`config.mk`:
```
export PLATFORM = sky130hd
export DESIGN_NAME = cfg_link_host
export DESIGN_NICKNAME = d
export VERILOG_FILES = /design/src/rtl/cfg_link_pkg.sv /design/src/rtl/cfg_link_host.sv /design/src/rtl/half_cell_tick.sv
export SDC_FILE = /design/constraint.sdc
export NUM_CORES = 1
export LEC_CHECK = 0
export BUFFER_PORTS_ARGS = -buffer_cell sky130_fd_sc_hd__buf_4
export CAP_MARGIN = 25
export CORE_MARGIN = 2
export CORE_UTILIZATION = 45
export DETAILED_ROUTE_END_ITERATION = 7
export GPL_ROUTABILITY_DRIVEN = 0
export PLACE_DENSITY_LB_ADDON = 0.1
export SYNTH_ARGS = -nofsm -noshare
export SYNTH_HDL_FRONTEND = slang
export SYNTH_HIERARCHICAL = 1
export SYNTH_SLANG_ARGS = --single-unit
```
`constraint.sdc`:
```
create_clock -name clk_sys -period 3.5 [get_ports clk_sys]
set_input_delay 0 -clock clk_sys [delete_from_list [all_inputs] [get_ports clk_sys]]
set_output_delay 0 -clock clk_sys [all_outputs]
set_load 0.05 [all_outputs]
```
`src/rtl/cfg_link_pkg.sv`:
```
// constants for the host-side timing-configuration link controller
package cfg_link_pkg;
  localparam int         FRAME_BITS     = 21;
  localparam int         CLK_SYS_HZ     = 10000000;
  localparam int         DATA_CLK_HZ    = 450000;
  // half bit cell in system cycles, rounded down so the rate stays at or above 450 kHz
  localparam int         HALF_CYCLES    = CLK_SYS_HZ / (2 * DATA_CLK_HZ);
  localparam int         SETUP_CYCLES   = 2 * HALF_CYCLES;
  localparam logic [13:0] HDR_DELAY     = 14'b10110000011110;
  localparam logic [13:0] HDR_WAIT      = 14'b10110000100010;
  localparam logic [7:0]  ADDR_CTRL     = 8'h00;
  localparam logic [7:0]  ADDR_CODES    = 8'h04;
  localparam logic [7:0]  ADDR_STATUS   = 8'h08;
  localparam int         CTRL_GO_DELAY  = 0;
  localparam int         CTRL_GO_WAIT   = 1;
  localparam int         CTRL_RUN       = 2;
  localparam logic [2:0]  DELAY_DEFAULT = 3'h0;
  localparam logic [2:0]  WAIT_DEFAULT  = 3'h0;

  typedef enum logic [1:0] {
    ST_IDLE  = 2'b00,
    ST_SETUP = 2'b01,
    ST_SEND  = 2'b10,
    ST_END   = 2'b11
  } link_state_e;

  // frame bit order is index 0 first
  function automatic logic [20:0] build_frame(input logic is_wait,
                                              input logic [2:0] code);
    logic [13:0] hdr;
    hdr = is_wait ? HDR_WAIT : HDR_DELAY;
    build_frame = {code[0], code[1], code[2], 1'b1, ~code[0], ~code[1],
                   ~code[2], hdr[0], hdr[1], hdr[2], hdr[3], hdr[4], hdr[5],
                   hdr[6], hdr[7], hdr[8], hdr[9], hdr[10], hdr[11], hdr[12],
                   hdr[13]};
  endfunction : build_frame
endpackage : cfg_link_pkg

```
`src/rtl/cfg_link_host.sv`:
```
// host controller that programs shutdown delay and retry wait over the link
// What this block does
// - control input low selects config; status pin becomes device input
// - host holds control input low during the whole frame
// - each frame is exactly 21 Manchester coded bits
// - rising mid-cell edge means one, falling mid-cell edge means zero
// - bit rate kept inside 396 to 540 kHz, nominally 450 kHz
// - delay frame header pattern, bit 17 one, complement then true code
// - wait frame header pattern, bit 17 one, complement then true code
// - delay frame bits 14 to 16 complement delay code
// - wait frame bits 14 to 16 complement wait code
// - host resends wait whenever delay changes
//
// The address-and-strobe port and the placing of the registers are this design's own decisions.
`timescale 1ns/1ns
module cfg_link_host
  import cfg_link_pkg::*;
(
  input  wire logic       clk_sys,
  input  wire logic       rstn,
  input  wire logic [7:0] addr,
  input  wire logic [7:0] wdata,
  input  wire logic       wr,
  input  wire logic       rd,
  output logic      [7:0] rdata,
  output logic            ctrl_in,
  output logic            status_out,
  output logic            status_oe,
  input  wire logic       status_in
);
  link_state_e state;
  logic [2:0]  delay_code;
  logic [2:0]  wait_code;
  logic        run;
  logic        pend_delay;
  logic        pend_wait;
  logic        cur_wait;
  logic [20:0] frame;
  logic [4:0]  bit_idx;
  logic        half;
  logic [7:0]  setup_cnt;
  logic        tick;
  logic        stat_s1;
  logic        stat_s2;
  logic        busy;

  // one decode for every register write strobe
  function automatic logic hits(input logic       stb,
                                input logic [7:0] at,
                                input logic [7:0] want);
    hits = stb && (at == want);
  endfunction : hits

  function automatic logic [13:0] rev14(input logic [13:0] v);
    for (int k = 0; k < 14; k++) begin
      rev14[k] = v[13 - k];
    end
  endfunction : rev14

  half_cell_tick u_tick (
    .clk_sys (clk_sys),
    .rstn    (rstn),
    .run     (state == ST_SEND),
    .tick    (tick)
  );

  assign busy = (state != ST_IDLE);

  // status pin is only sampled for software; it is a device output in use
  always_ff @(posedge clk_sys) begin
    if (!rstn) begin
      stat_s1 <= 1'b0;
      stat_s2 <= 1'b0;
    end else begin
      stat_s1 <= status_in;
      stat_s2 <= stat_s1;
    end
  end

  // code registers start at the device's own defaults
  always_ff @(posedge clk_sys) begin
    if (!rstn) begin
      delay_code <= DELAY_DEFAULT;
      wait_code  <= WAIT_DEFAULT;
      run        <= 1'b0;
    end else if (hits(wr, addr, ADDR_CODES)) begin
      delay_code <= wdata[2:0];
      wait_code  <= wdata[6:4];
    end else if (hits(wr, addr, ADDR_CTRL)) begin
      run <= wdata[CTRL_RUN];
    end
  end

  // a delay request always drags a wait frame along to keep the ratio
  always_ff @(posedge clk_sys) begin
    if (!rstn) begin
      pend_delay <= 1'b0;
      pend_wait  <= 1'b0;
    end else begin
      if (state == ST_IDLE && pend_delay)
        pend_delay <= 1'b0;
      else if (state == ST_IDLE && pend_wait)
        pend_wait <= 1'b0;
      if (hits(wr, addr, ADDR_CTRL)) begin
        if (wdata[CTRL_GO_DELAY]) begin
          pend_delay <= 1'b1;
          pend_wait  <= 1'b1;
        end
        if (wdata[CTRL_GO_WAIT])
          pend_wait <= 1'b1;
      end
    end
  end

  always_ff @(posedge clk_sys) begin
    if (!rstn) begin
      state     <= ST_IDLE;
      frame     <= '0;
      cur_wait  <= 1'b0;
      bit_idx   <= 5'h00;
      half      <= 1'b0;
      setup_cnt <= 8'h00;
    end else begin
      case (state)
        ST_IDLE: begin
          if (pend_delay || pend_wait) begin
            cur_wait  <= !pend_delay;
            frame     <= build_frame(!pend_delay,
                           pend_delay ? delay_code : wait_code);
            setup_cnt <= 8'h00;
            state     <= ST_SETUP;
          end
        end
        ST_SETUP: begin
          if (setup_cnt == 8'(SETUP_CYCLES - 1)) begin
            bit_idx <= 5'h00;
            half    <= 1'b0;
            state   <= ST_SEND;
          end else begin
            setup_cnt <= setup_cnt + 8'h01;
          end
        end
        ST_SEND: begin
          if (tick) begin
            half <= ~half;
            if (half) begin
              if (bit_idx == 5'(FRAME_BITS - 1))
                state <= ST_END;
              else
                bit_idx <= bit_idx + 5'h01;
            end
          end
        end
        ST_END: begin
          if (setup_cnt == 8'h00)
            state <= ST_IDLE;
          else
            setup_cnt <= setup_cnt - 8'h01;
        end
        default: state <= ST_IDLE;
      endcase
    end
  end

  // first half carries the complement so the mid-cell edge gives the bit
  always_ff @(posedge clk_sys) begin
    if (!rstn) begin
      status_out <= 1'b0;
      status_oe  <= 1'b0;
      ctrl_in    <= 1'b0;
    end else begin
      // low while a frame is queued too, so no stray output pulse
      // slips in between the delay frame and its wait frame
      ctrl_in <= (busy || pend_delay || pend_wait) ? 1'b0 : run;
      if (state == ST_SEND) begin
        status_oe  <= 1'b1;
        status_out <= half ? frame[bit_idx] : ~frame[bit_idx];
      end else begin
        status_oe  <= (state == ST_SETUP);
        status_out <= 1'b0;
      end
    end
  end

  always_ff @(posedge clk_sys) begin
    if (!rstn) begin
      rdata <= 8'h00;
    end else if (rd) begin
      if (addr == ADDR_CTRL)
        rdata <= {5'h00, run, 2'b00};
      else if (addr == ADDR_CODES)
        rdata <= {1'b0, wait_code, 1'b0, delay_code};
      else if (addr == ADDR_STATUS)
        rdata <= {4'h0, cur_wait, pend_delay | pend_wait, stat_s2, busy};
      else
        rdata <= 8'h00;
    end else begin
      rdata <= 8'h00;
    end
  end

  // helper counters for the timing checks; tick_gap saturates rather than wraps
  logic [7:0] tick_gap;
  logic [5:0] halves_sent;

  always_ff @(posedge clk_sys) begin
    if (!rstn || tick) begin
      tick_gap <= 8'h00;
    end else if (tick_gap != 8'hff) begin
      tick_gap <= tick_gap + 8'h01;
    end
  end

  always_ff @(posedge clk_sys) begin
    if (!rstn || state == ST_SETUP) begin
      halves_sent <= 6'h00;
    end else if (state == ST_SEND && tick) begin
      halves_sent <= halves_sent + 6'h01;
    end
  end
endmodule : cfg_link_host

```
`src/rtl/half_cell_tick.sv`:
```
// half-bit-cell enable divider
`timescale 1ns/1ns
module half_cell_tick
  import cfg_link_pkg::*;
(
  input  wire logic clk_sys,
  input  wire logic rstn,
  input  wire logic run,
  output logic      tick
);
  logic [7:0] cnt;

  always_ff @(posedge clk_sys) begin
    if (!rstn || !run) begin
      cnt  <= 8'h00;
      tick <= 1'b0;
    end else if (cnt == 8'(HALF_CYCLES - 1)) begin
      cnt  <= 8'h00;
      tick <= 1'b1;
    end else begin
      cnt  <= cnt + 8'h01;
      tick <= 1'b0;
    end
  end
endmodule : half_cell_tick

```
==> metrics.yaml <==
status: "finished clean"
h-tree-depth: 2
cp.required_ns: 3.70
port_buffers: 28
core_um2: 6386
tightest_slew_ns: 0.6325
leakagePower_nw: 1.357
hpwlAfterDp_um: 4554
dp.cells: 429
cts_made_buffers: 5
critPathCaptureType: "flip-flop"
cts.sinks: 55
dieArea_um2: 7325
cpPeakStageDelay_ns: 0.52
start_kind: "flip-flop"
min_period_ns: 2.536
fp.dieH_um: 85.59
tritoncts: "built"
die_width_um: 85.59
clk-insertion-delay-late_ns: 0.32
grt_pass1_vias: 2317
fin_crit_sh: 0.7246
ant_nets: 0
arrival_ns: 2.74
start_util: 0.4690
synth_warnings: 6
hold_viol: 0
grt_max_degree: 21
final_max_slew_viol_count: 0
root_buffer: "clkbuf_8"
cts-resized-gates: 0
mostFrequentLayoutCell: "dfxtp_1"
ys_seq_area_frac: 0.3676
fin_cells: 446
io_pins: 32
slew_headroom: 0.5775
cp_cell_sequence: "ha_1 > inv_1 > o21ai_0 > a211oi_1 > or3b_1 > a2111oi_0"
fin_area_um2: 3391
crit_slowest_cell: "o21ai_0"
grt_pass1_wl_um: 10900
clk_pin_slew_ns: 0.10
antenna_cells: 0
powerDensity_nw_per_um2: 368.5
crit_fanout: 10
synth_cells: 341
worstSetupPathType: "reg -> reg"
path_buf_inv: 1
drcViolationCount: 0
grt-ovfl-total: 0
power.total_w: 0.001250
final_cell_mix: "dfxtp_1 (55), nor2_1 (37), buf_4 (32)"
ys_types: 71
synth_edf_count: 0
synth-main-ff-cell: "dfxtp_1"
maxCapViolCount: 0
layout-drive-gt1-share: 0.1599
critical_path.top_delay_family: "compound AO/OA/AOI/OAI gates"
setup_viol: 0
synthArstFlopShare: 0
hold_path.class: "in -> reg"
grt_setup_unrepaired: "false"
first_iter_violations: 129
antenna_found_initial: 0
syn-cell-area_um2: 2995
syn-num-nets: 373
max_freq_mhz: 394.3
placed_area_um2: 3201
drt_pass1_iterations: 5
via_count: 2531
ys_seq_elements: 55
syn_to_final_growth_pct: 13.20
avgViaCountPerCell: 5.675
grt_usage: 0.1823
routedWlPerCell_um: 14.54
nNetsFinal: 400
drt_wl_total_um: 6483
cts_buffer_depth: 2
rows: 29
fin_tns_setup_ns: 0
fillers: 597
synth_area_per_cell_um2: 8.784
vdd_drop_max_v: 0.0001707
clock_skew_ns: 0.004327
[Yosys cell counts, types with 3 or more instances]
master    instances  share of area
a21oi_1          27          0.045
a22oi_1           3         0.0075
a311oi_1          4          0.012
and2_1            3         0.0063
and3_1            6          0.013
buf_4             3         0.0075
buf_6             5          0.019
clkbuf_1          9          0.011
dfxtp_1          55           0.37
ha_1             11          0.046
inv_1            10          0.013
mux2_2            4          0.015
mux2i_1          17          0.057
nand2_1          23          0.029
nand2b_1          5          0.010
nand3_1          10          0.017
nand3b_1          3         0.0075
nand4_1           4         0.0084
nor2_1           37          0.046
nor2b_1           5          0.010
nor3_1            6          0.010
nor3b_1           4          0.010
o211a_1           3          0.010
o211ai_1          3         0.0075
o21ai_0          21          0.035
o22ai_1           3         0.0063
or3_1             4         0.0084
xor2_1            6          0.018
[routing by layer]
metal,track usage,up-vias,share of wire
li1,-,1279,-
met1,0.2635,1201,0.51
met2,0.2720,42,0.44
met3,0.03657,9,0.033
met4,0.05916,0,0.015
met5,0,-,0
[repair_timing]
item / CTS / global route
buffers inserted: 0 / 0
hold endpoints to repair: 12 / 0
hold buffers: 9 / 0
[flip-flops by register name, summed over array words and instances, names as in the netlist, 2 cells and up]
register / count
wait_code: 3
state: 2
delay_code: 3
setup_cnt: 8
rdata: 7
frame: 9
bit_idx: 5
u_tick/cnt: 8
[cell families (layout without fill, tap and decap cells)]
logic type	count (synthesis)	count (layout)	synth area share
AND/OR/NAND/NOR	125	125	0.2193
AO/OA/AOI/OAI	88	88	0.2084
flip-flops	55	55	0.3676
buffers and inverters	32	60	0.05764
multiplexers	22	22	0.07936
adder cells (fa/ha/maj)	11	11	0.04595
XOR/XNOR	7	7	0.02047
other	1	1	0.001252
[where the power goes]
part | switching (W) | total, W | internal, W
clock | 0.000223 | 0.000389 | 0.000166
sequential | 0.00000746 | 0.000641 | 0.000634
combinational | 0.000129 | 0.000220 | 0.0000907
[layout make-up]
class / instances / area (um2) / area share
clock buffer: 6 / 82.58 / 0.02435
tap: 77 / 96.34 / 0.02841
inverter: 11 / 41.29 / 0.01218
timing repair buffer: 41 / 330.3 / 0.09742
clock inverter: 2 / 17.52 / 0.005166
multi-input combinational: 254 / 1722 / 0.5077
sequential: 55 / 1101 / 0.3247
[path summary, 6_finish.rpt]
| kind | start | endpoint | slack [ns] | cells past startpoint |
|---|---|---|---|---|
| worst max-delay path | state[1]$_SDFFE_PN0P_ | setup_cnt[7]$_SDFFE_PN0P_ | 0.96 | 6 |
| worst min-delay path | rstn | frame[8]$_SDFFE_PN0P_ | 0.03 | 3 |
| worst max register to register | state[1]$_SDFFE_PN0P_ | setup_cnt[7]$_SDFFE_PN0P_ | 0.96 | 6 |
| worst min register to register | stat_s1$_SDFF_PN0_ | stat_s2$_SDFF_PN0_ | 0.45 | 1 |
[worst reg2reg max path: stages (launching register included)]
cell and delay (ns):
dfxtp_1 0.42, ha_1 0.42, inv_1 0.10, o21ai_0 0.52, a211oi_1 0.20, or3b_1 0.39
a2111oi_0 0.39
[stage by stage]
step           worst slack, ns  hold WS, ns    util
4_1_cts                 0.9443      0.02284  0.5310
3_5_place_dp            0.9853       0.2107  0.5012
2_1_floorplan            1.010       0.1273       -
6_report                0.9639      0.02522  0.5310
5_1_grt                 0.7049      0.03945  0.5310
3_3_place_gp             1.015       0.2110  0.5012
Power figures use the tool's default switching activity.
